File: src/rtl/lpp_pkg.sv
// Package for the LVDS pixel packer: register map, field layout, modes, timing
package lpp_pkg;
   // APB register byte addresses (vendor base plus offset in config space)
   localparam logic [11:0] LPP_VENDOR_BASE = 12'h510;
   localparam logic [11:0] LPP_OFS_CTRL = 12'h000;
   localparam logic [11:0] LPP_OFS_STAT = 12'h004;
   localparam logic [11:0] LPP_ADDR_CTRL = LPP_VENDOR_BASE + LPP_OFS_CTRL;
   localparam logic [11:0] LPP_ADDR_STAT = LPP_VENDOR_BASE + LPP_OFS_STAT;
   // Control register fields
   localparam int LPP_CTRL_OVR = 0;
   localparam int LPP_CTRL_DUAL = 1;
   localparam int LPP_CTRL_FMT_LO = 2;
   localparam int LPP_CTRL_SPREAD = 4;
   localparam logic [4:0] LPP_CTRL_RESET = 5'h00;
   localparam logic [31:0] LPP_ERR_DATA = 32'h00000000;
   // Three-level format codes (strap low / open / high)
   localparam logic [1:0] LPP_FMT_VESA24 = 2'h0;
   localparam logic [1:0] LPP_FMT_JEIDA24 = 2'h1;
   localparam logic [1:0] LPP_FMT_18 = 2'h2;
   // Serial slot: pclk cycles per LVDS bit
   localparam int LPP_SLOT_CYCLES = 2;
   localparam logic [1:0] LPP_SLOT_LAST = 2'(LPP_SLOT_CYCLES - 1);
   localparam logic [2:0] LPP_BIT_FIRST = 3'h6;
   localparam logic [2:0] LPP_BIT_LAST = 3'h0;
   // Spread: dither period in LVDS clock periods
   localparam logic [3:0] LPP_SPREAD_LAST = 4'hF;

   // Pixel as it arrives
   typedef struct packed {
      logic [7:0] red;
      logic [7:0] green;
      logic [7:0] blue;
      logic hsync;
      logic vsync;
      logic pixel_valid_flag;
   } lpp_pixel_t;

   // One bus: four channels of seven positions
   typedef struct packed {
      logic [6:0] ch_a;
      logic [6:0] ch_b;
      logic [6:0] ch_c;
      logic [6:0] ch_d;
   } lpp_bus_word_t;

   // Serial outputs of one bus
   typedef struct packed {
      logic clk;
      logic [3:0] dat;
   } lpp_lvds_t;

   typedef enum logic [1:0] {
      LPP_IDLE,
      LPP_SHIFT
   } lpp_state_t;
endpackage

File: src/rtl/lpp_packer.sv
// LVDS pixel packer: strap latch, APB config, channel packing and serialiser
// Notes on behaviour
// Bus-count strap low gives one LVDS bus, high gives odd and even buses.
// Format strap: low VESA 24, open JEIDA 24, high 18 bpp.
// Works in single and dual bus across the 6 to 112 MHz pixel range.
// Each bus has a clock plus three data channels at 18, four at 24.
// Each channel carries positions 6 down to 0 per pixel clock.
// 18 bpp: A holds red 5..0 and green 0; B blue 1..0, green 5..1.
// Channel C: valid at 6, vsync 5, hsync 4, then blue high bits.
// VESA 24: A to C as 18 bpp; D holds bits 7,6 of blue, green, red.
// JEIDA 24: A to C use bits 7..2; D holds bits 1,0.
// Dual 18 VESA: both buses use the single 18 bpp layout.
// Dual 24 VESA: both buses repeat the single VESA 24 layout.
// Dual 18 JEIDA: identical to dual 18 VESA.
// Optional centre spread of LVDS clock; off means no modulation.
// Bus count, depth and format also settable by register.
// Registers sit at vendor base plus offset.
// Integrator keeps payload within bandwidth when spreading is on.
// Straps latched at reset release and on wake, held otherwise.
// Straps read as config only while scan select is low.
// Dual 24 JEIDA: both buses repeat the single JEIDA 24 layout.
// First, second, third components are red, green, blue.
// Dual bus: odd gets first pixel of a pair, each bus at half rate.
// Serialise seven bits per LVDS clock, position 6 first.
//
// Our own choices: the placing of the registers and the APB interface to the registers.
`timescale 1ns/10ps
`default_nettype none
module lpp_packer
   import lpp_pkg::*;
(
   input wire logic pclk,
   input wire logic presetn,
   input wire logic [11:0] paddr,
   input wire logic psel,
   input wire logic penable,
   input wire logic pwrite,
   input wire logic [31:0] pwdata,
   output logic [31:0] prdata,
   output logic pready,
   output logic pslverr,
   input wire logic pix_clk,
   input wire lpp_pixel_t pix_in,
   input wire logic bus_count_strap,
   input wire logic [1:0] format_depth_strap,
   input wire logic scan_select_input,
   input wire logic wake_pulse,
   output lpp_lvds_t lvds_odd,
   output lpp_lvds_t lvds_even
);

   // ******************************************************
   // State
   // ******************************************************
   typedef struct packed {
      logic [2:0] pclk_sync;
      logic [1:0] scan_sync;
      logic [1:0] wake_sync;
      logic wake_last;
      logic latch_pend;
      logic strap_dual;
      logic [1:0] strap_fmt;
      logic [4:0] ctrl;
      logic [31:0] rdata;
      logic ready;
      logic err;
      lpp_pixel_t pix_hold;
      logic pair_odd;
      lpp_bus_word_t word_odd;
      lpp_bus_word_t word_even;
      lpp_bus_word_t sh_odd;
      lpp_bus_word_t sh_even;
      lpp_state_t state;
      logic [2:0] bitpos;
      logic [1:0] slot;
      logic [3:0] spread_cnt;
      logic spread_dly;
      lpp_lvds_t out_odd;
      lpp_lvds_t out_even;
   } lpp_regs_t;

   lpp_regs_t r_ff;
   lpp_regs_t nxt_r;
   logic eff_dual;
   logic [1:0] eff_fmt;
   logic pix_rise;
   lpp_bus_word_t packed_word;

   // ******************************************************
   // Packing function
   // ******************************************************
   // One bus word from one pixel in the given format
   function automatic lpp_bus_word_t pack_pixel(input lpp_pixel_t p, input logic [1:0] fmt);
      lpp_bus_word_t w;
      logic [7:0] r;
      logic [7:0] g;
      logic [7:0] b;
      r = p.red;
      g = p.green;
      b = p.blue;
      w = '0;
      if (fmt == LPP_FMT_JEIDA24) begin
         // Upper six bits moved into the 18 bpp slots
         r = {p.red[1:0], p.red[7:2]};
         g = {p.green[1:0], p.green[7:2]};
         b = {p.blue[1:0], p.blue[7:2]};
      end
      w.ch_a = {g[0], r[5:0]};
      w.ch_b = {b[1:0], g[5:1]};
      w.ch_c = {p.pixel_valid_flag, p.vsync, p.hsync, b[5:2]};
      if (fmt == LPP_FMT_VESA24) begin
         w.ch_d = {1'b0, b[7:6], g[7:6], r[7:6]};
      end else if (fmt == LPP_FMT_JEIDA24) begin
         w.ch_d = {1'b0, b[7:6], g[7:6], r[7:6]};
      end
      // At 18 bpp channel D stays idle: three channels only
      return w;
   endfunction

   // ******************************************************
   // Effective mode
   // ******************************************************
   // Register override takes priority over latched straps
   always_comb begin
      if (r_ff.ctrl[LPP_CTRL_OVR]) begin
         eff_dual = r_ff.ctrl[LPP_CTRL_DUAL];
         eff_fmt = r_ff.ctrl[LPP_CTRL_FMT_LO +: 2];
      end else begin
         eff_dual = r_ff.strap_dual;
         eff_fmt = r_ff.strap_fmt;
      end
   end

   assign pix_rise = r_ff.pclk_sync[1] & ~r_ff.pclk_sync[2];
   assign packed_word = pack_pixel(r_ff.pix_hold, eff_fmt);

   // ******************************************************
   // Next-state logic
   // ******************************************************
   always_comb begin
      nxt_r = r_ff;
      // Two-flop sync; edge detect reads only the second and third stage
      nxt_r.pclk_sync = {r_ff.pclk_sync[1:0], pix_clk};
      nxt_r.scan_sync = {r_ff.scan_sync[0], scan_select_input};
      nxt_r.wake_sync = {r_ff.wake_sync[0], wake_pulse};
      nxt_r.wake_last = r_ff.wake_sync[1];
      // Catch straps once after reset release or a wake edge
      if (r_ff.latch_pend && !r_ff.scan_sync[1]) begin
         nxt_r.strap_dual = bus_count_strap;
         nxt_r.strap_fmt = format_depth_strap;
         nxt_r.latch_pend = 1'b0;
      end
      // A wake edge in the capture cycle wins, so no wake is lost
      if (r_ff.wake_sync[1] & ~r_ff.wake_last) begin
         nxt_r.latch_pend = 1'b1;
      end
      // APB slave, zero wait states
      nxt_r.ready = 1'b0;
      nxt_r.err = 1'b0;
      nxt_r.rdata = LPP_ERR_DATA;
      if (psel && !penable) begin
         nxt_r.ready = 1'b1;
         if (paddr == LPP_ADDR_CTRL) begin
            if (pwrite) begin
               nxt_r.ctrl = pwdata[4:0];
            end else begin
               nxt_r.rdata = {27'h0000000, r_ff.ctrl};
            end
         end else if (paddr == LPP_ADDR_STAT) begin
            nxt_r.rdata = {25'h0000000, r_ff.pair_odd, eff_fmt, eff_dual,
                           r_ff.latch_pend, r_ff.strap_fmt[0] ^ 1'b0, r_ff.strap_dual};
            nxt_r.err = pwrite;
         end else begin
            nxt_r.err = 1'b1;
         end
      end
      // Capture pixel on pixel clock edge
      if (pix_rise) begin
         nxt_r.pix_hold = pix_in;
         if (eff_dual) begin
            nxt_r.pair_odd = ~r_ff.pair_odd;
         end else begin
            // Next dual pixel toggles to odd, so a pair always starts odd
            nxt_r.pair_odd = 1'b0;
         end
      end
      // Pack one word per captured pixel; steering by pair phase
      if (r_ff.pclk_sync[2] & ~r_ff.pclk_sync[1]) begin
         if (!eff_dual) begin
            nxt_r.word_odd = packed_word;
            nxt_r.word_even = '0;
         end else if (r_ff.pair_odd) begin
            nxt_r.word_odd = packed_word;
         end else begin
            nxt_r.word_even = packed_word;
         end
      end
      // Serialiser: 7 bits per LVDS period, position 6 first
      nxt_r.slot = r_ff.slot + 2'h1;
      if (r_ff.slot == LPP_SLOT_LAST) begin
         nxt_r.slot = 2'h0;
      end
      case (r_ff.state)
         LPP_IDLE: begin
            nxt_r.bitpos = LPP_BIT_FIRST;
            nxt_r.slot = 2'h0;
            nxt_r.sh_odd = r_ff.word_odd;
            nxt_r.sh_even = r_ff.word_even;
            nxt_r.state = LPP_SHIFT;
         end
         LPP_SHIFT: begin
            if (r_ff.slot == LPP_SLOT_LAST) begin
               if (r_ff.bitpos == LPP_BIT_LAST) begin
                  nxt_r.bitpos = LPP_BIT_FIRST;
                  nxt_r.sh_odd = r_ff.word_odd;
                  nxt_r.sh_even = r_ff.word_even;
                  nxt_r.spread_cnt = r_ff.spread_cnt + 4'h1;
               end else begin
                  nxt_r.bitpos = r_ff.bitpos - 3'h1;
               end
            end
         end
         default: begin
            nxt_r.state = LPP_IDLE;
         end
      endcase
      // Clock pattern 1100011: high for positions 6,5 and 1,0 ... classic 4:3
      nxt_r.out_odd.clk = (r_ff.bitpos > 3'h4) || (r_ff.bitpos < 3'h2);
      // Centre spread: rising edge late by one slot in half the periods
      nxt_r.spread_dly = r_ff.ctrl[LPP_CTRL_SPREAD] & r_ff.spread_cnt[3];
      if (r_ff.spread_dly && r_ff.bitpos == LPP_BIT_LAST + 3'h1) begin
         nxt_r.out_odd.clk = r_ff.out_odd.clk;
      end
      nxt_r.out_even.clk = eff_dual & nxt_r.out_odd.clk;
      nxt_r.out_odd.dat = {r_ff.sh_odd.ch_a[r_ff.bitpos], r_ff.sh_odd.ch_b[r_ff.bitpos],
                           r_ff.sh_odd.ch_c[r_ff.bitpos],
                           r_ff.sh_odd.ch_d[r_ff.bitpos] & (eff_fmt != LPP_FMT_18)};
      nxt_r.out_even.dat = {r_ff.sh_even.ch_a[r_ff.bitpos], r_ff.sh_even.ch_b[r_ff.bitpos],
                            r_ff.sh_even.ch_c[r_ff.bitpos],
                            r_ff.sh_even.ch_d[r_ff.bitpos] & (eff_fmt != LPP_FMT_18)};
      if (!eff_dual) begin
         nxt_r.out_even.dat = 4'h0;
      end
   end

   // ******************************************************
   // Registers
   // ******************************************************
   // Reset loads constants only; strap capture waits for release
   always_ff @(posedge pclk or negedge presetn) begin
      if (!presetn) begin
         r_ff <= '0;
         r_ff.latch_pend <= 1'b1;
         r_ff.ctrl <= LPP_CTRL_RESET;
         r_ff.bitpos <= LPP_BIT_FIRST;
         r_ff.state <= LPP_IDLE;
      end else begin
         r_ff <= nxt_r;
      end
   end

   assign prdata = r_ff.rdata;
   assign pready = r_ff.ready;
   assign pslverr = r_ff.err;
   assign lvds_odd = r_ff.out_odd;
   assign lvds_even = r_ff.out_even;
endmodule
`default_nettype wire

File: config.mk
export PLATFORM = sky130hd
export DESIGN_NAME = lpp_packer
export DESIGN_NICKNAME = d
export VERILOG_FILES = /design/src/rtl/lpp_pkg.sv /design/src/rtl/lpp_packer.sv
export SDC_FILE = /design/constraint.sdc
export NUM_CORES = 1
export LEC_CHECK = 0
export ABC_CLOCK_PERIOD_IN_PS = 4400
export BUFFER_PORTS_ARGS = -buffer_cell sky130_fd_sc_hd__buf_2
export CAP_MARGIN = 30
export CORE_MARGIN = 2
export CORE_UTILIZATION = 58
export CTS_CLUSTER_SIZE = 12
export DETAILED_ROUTE_END_ITERATION = 16
export GPL_ROUTABILITY_DRIVEN = 0
export PLACE_DENSITY = 0.81
export SYNTH_ARGS = -nofsm -noshare
export SYNTH_HDL_FRONTEND = slang
export SYNTH_SLANG_ARGS = --single-unit
File: constraint.sdc
create_clock -name pclk -period 4.4 [get_ports pclk]
set_clock_uncertainty 0.15 [all_clocks]
set_input_delay 0.22 -clock pclk [delete_from_list [all_inputs] [get_ports pclk]]
set_output_delay 0.22 -clock pclk [all_outputs]
set_load 0.005 [all_outputs]
==> impl_metrics.env <==
export IMPL_post_cts_buffers=0
export IMPL_port_buffers=73
export IMPL_rows=42
export IMPL_yosysTopAreaCell="dfrtp_1"
export IMPL_cts_tree="built"
export IMPL_synthArstFlopShare_pct=100
export IMPL_syn_to_final_growth_pct=16.5
export IMPL_ios=126
export IMPL_path_max_fanout=56
export IMPL_clock_latency_ps=430
export IMPL_ys_ff_latch=183
export IMPL_setup_violations=0
export IMPL_ys_top_cells_by_area="dfrtp_1, mux2_2, mux2_4"
export IMPL_final_cell_mix="dfrtp_1, buf_2, nand2_1"
export IMPL_end_kind="flip-flop"
export IMPL_die_w_um=121
export IMPL_start_util_pct=59.8
export IMPL_fillCellCount=881
export IMPL_layout_min_cycle_time_ps=3150
export IMPL_power_leakage_nw=4.42
export IMPL_ys_warn_count=0
export IMPL_max_slew_margin_pct=32.7
export IMPL_clkTransAtPathRegs_ps=70
export IMPL_final_cells=898
export IMPL_rsz0062_at_grt="false"
export IMPL_p_per_area_nw_per_um2=521
export IMPL_vias=4942
export IMPL_drc=0
export IMPL_place_hpwl_um=9790
export IMPL_place_inst=818
export IMPL_irDropWorstVdd_v=0.000372
export IMPL_wl_um=16100
export IMPL_cts_root_buffer="clkbuf_16"
export IMPL_nNetsFinal=795
export IMPL_drtPass1Iterations=4
export IMPL_vias_per_cell=5.50
export IMPL_tightest_slew_ps=1010
export IMPL_seq_area_frac_synth_pct=57.4
export IMPL_syn_mean_instance_area_um2=13.1
export IMPL_crit_arrival_ps=3310
export IMPL_antenna_found_initial=0
export IMPL_hold_viol_final=0
export IMPL_antenna_left=0
export IMPL_critPathLaunchType="flip-flop"
export IMPL_grt_pass1_wl_um=26300
export IMPL_drv_slew=0
export IMPL_diodes=0
export IMPL_track_usage_pct=23.5
export IMPL_required_ps=4560
export IMPL_cts_buffers=17
export IMPL_setup_tns_ps=0
export IMPL_cap_violations=0
export IMPL_dieHeight_um=121
export IMPL_overflow=0
export IMPL_drive_gt1_share_pct=29.9
export IMPL_grt_max_degree=96
export IMPL_synth_area_um2=7980
export IMPL_synth_edf_count=0
export IMPL_cts_htree_levels=4
export IMPL_final_common_cell="dfrtp_1"
export IMPL_yosysTopAreaCellShare_pct=56.5
export IMPL_synth_cell_types=53
export IMPL_max_clock_path_buffers=2
export IMPL_finalCritPeriodShare_pct=71.5
export IMPL_drt_iter0_drc=284
export IMPL_dominantRegCellSynth="dfrtp_1"
export IMPL_hold_path_class="in -> reg"
export IMPL_wl_per_cell_um=17.9
export IMPL_max_freq_mhz=318
export IMPL_status="complete, no violations"
export IMPL_grt_pass1_vias=5238
export IMPL_clock_sinks=183
export IMPL_netlist_instances=610
export IMPL_core_area_um2=13300
export IMPL_path_class="reg -> reg"
export IMPL_dieArea_um2=14700
metrics by stage:
stage / setup WS, ps / area [um^2] / power (W) / utilization (%) / hold WS (ps)
floorplan: 2020 / 8070 / 0.00297 / - / -226
global placement: 1330 / 8180 / 0.00313 / 61.3 / 179
detailed placement: 1300 / 8180 / 0.00321 / 61.3 / 180
CTS: 1250 / 9300 / 0.00486 / 69.6 / 6.31
global route: 1070 / 9300 / 0.00508 / 69.6 / 44.8
finish: 1250 / 9300 / 0.00485 / 69.6 / 28.3
power breakdown:
group	leakage (nW)	switching [W]	internal (W)	total (W)
registers	2.33	0.000267	0.00209	0.00235
clock network	0.284	0.000632	0.000981	0.00161
logic	1.81	0.000395	0.000484	0.000879
final cells by class:
type	count	area (um^2)	area share [%]
flip-flops and latches	183	4580	49.3
clock buffers	21	460	4.95
well taps	176	220	2.37
inverters	8	30.0	0.323
clock inverters	11	173	1.86
multi-input cells	373	2940	31.6
repair buffers	126	890	9.57
registers in the layout, indices dropped and copies added, names as in the netlist:
signal	cells
lvds_odd	5
packed_word	3
nxt_r	5
pready	1
r_ff	156
lvds_even	5
prdata	7
pslverr	1
cell families (layout without fill, tap and decap cells):
family	Yosys count	after routing	synth area share, %
compound gates	94	94	7.01
xor+xnor	4	4	0.439
fa+ha+maj	4	4	0.627
buf+inv	78	166	6.89
flops	183	183	57.4
mux	130	130	20.4
other cells	2	26	0.0941
simple gates	115	115	7.07
worst paths after layout:
check	from	end	slack, ps	cells after the start
hold reg to reg	nxt_r[209]$_DFF_PN0_	r_ff[209]$_DFF_PN0_	200	0
max in group asynchronous	presetn	r_ff[138]$_DFFE_PN0P_	2650	3
min in group asynchronous	presetn	r_ff[13]$_DFFE_PN0P_	260	2
setup / recovery	r_ff[17]$_DFFE_PN0P_	r_ff[37]$_DFFE_PN0P_	1250	6
setup reg to reg	r_ff[17]$_DFFE_PN0P_	r_ff[37]$_DFFE_PN0P_	1250	6
hold / removal	paddr[1]	prdata[3]$_DFF_PN0_	30	4
layer usage:
metal	GRT usage, %	part of all wire (%)
met3	4.46	4.8
met4	11.2	3.1
met5	0	0
met1	29.7	41
met2	39.2	51
Yosys cell counts (2+ instances only):
cell      instances
a22o_1            3
dfstp_2           3
nand2b_1          2
o21ai_4           3
a22oi_1           6
o21ai_1          38
ha_1              4
mux2_4           32
nor3b_1           2
a21oi_1          14
inv_1             8
buf_4            44
a31oi_1           3
mux2_1            8
a211oi_1          2
nor2b_1           6
nand2_1          60
nor3_1            6
o21ai_0          19
nor2_1           15
xnor2_1           3
and3_1            2
mux4_2            6
nand3_1           4
dfrtp_1         180
buf_2            15
and2_1            4
conb_1            2
mux2_2           56
mux2i_1          27
buf_6             8
a221oi_1          2
nand3b_1          3
worst max-delay path, cell delays in order (launching register included):
cell	delay [ps]
dfrtp_1	640
inv_1	520
ha_1	250
and4bb_1	210
nand2b_2	110
buf_4	690
mux2_2	420
repair_timing:
item | 4_1_cts | 5_1_grt
gates resized for setup | 0 | 0
hold endpoints to repair | 135 | 0
hold buffers | 48 | 0
Note: power is estimated with default switching activity, not from simulation.
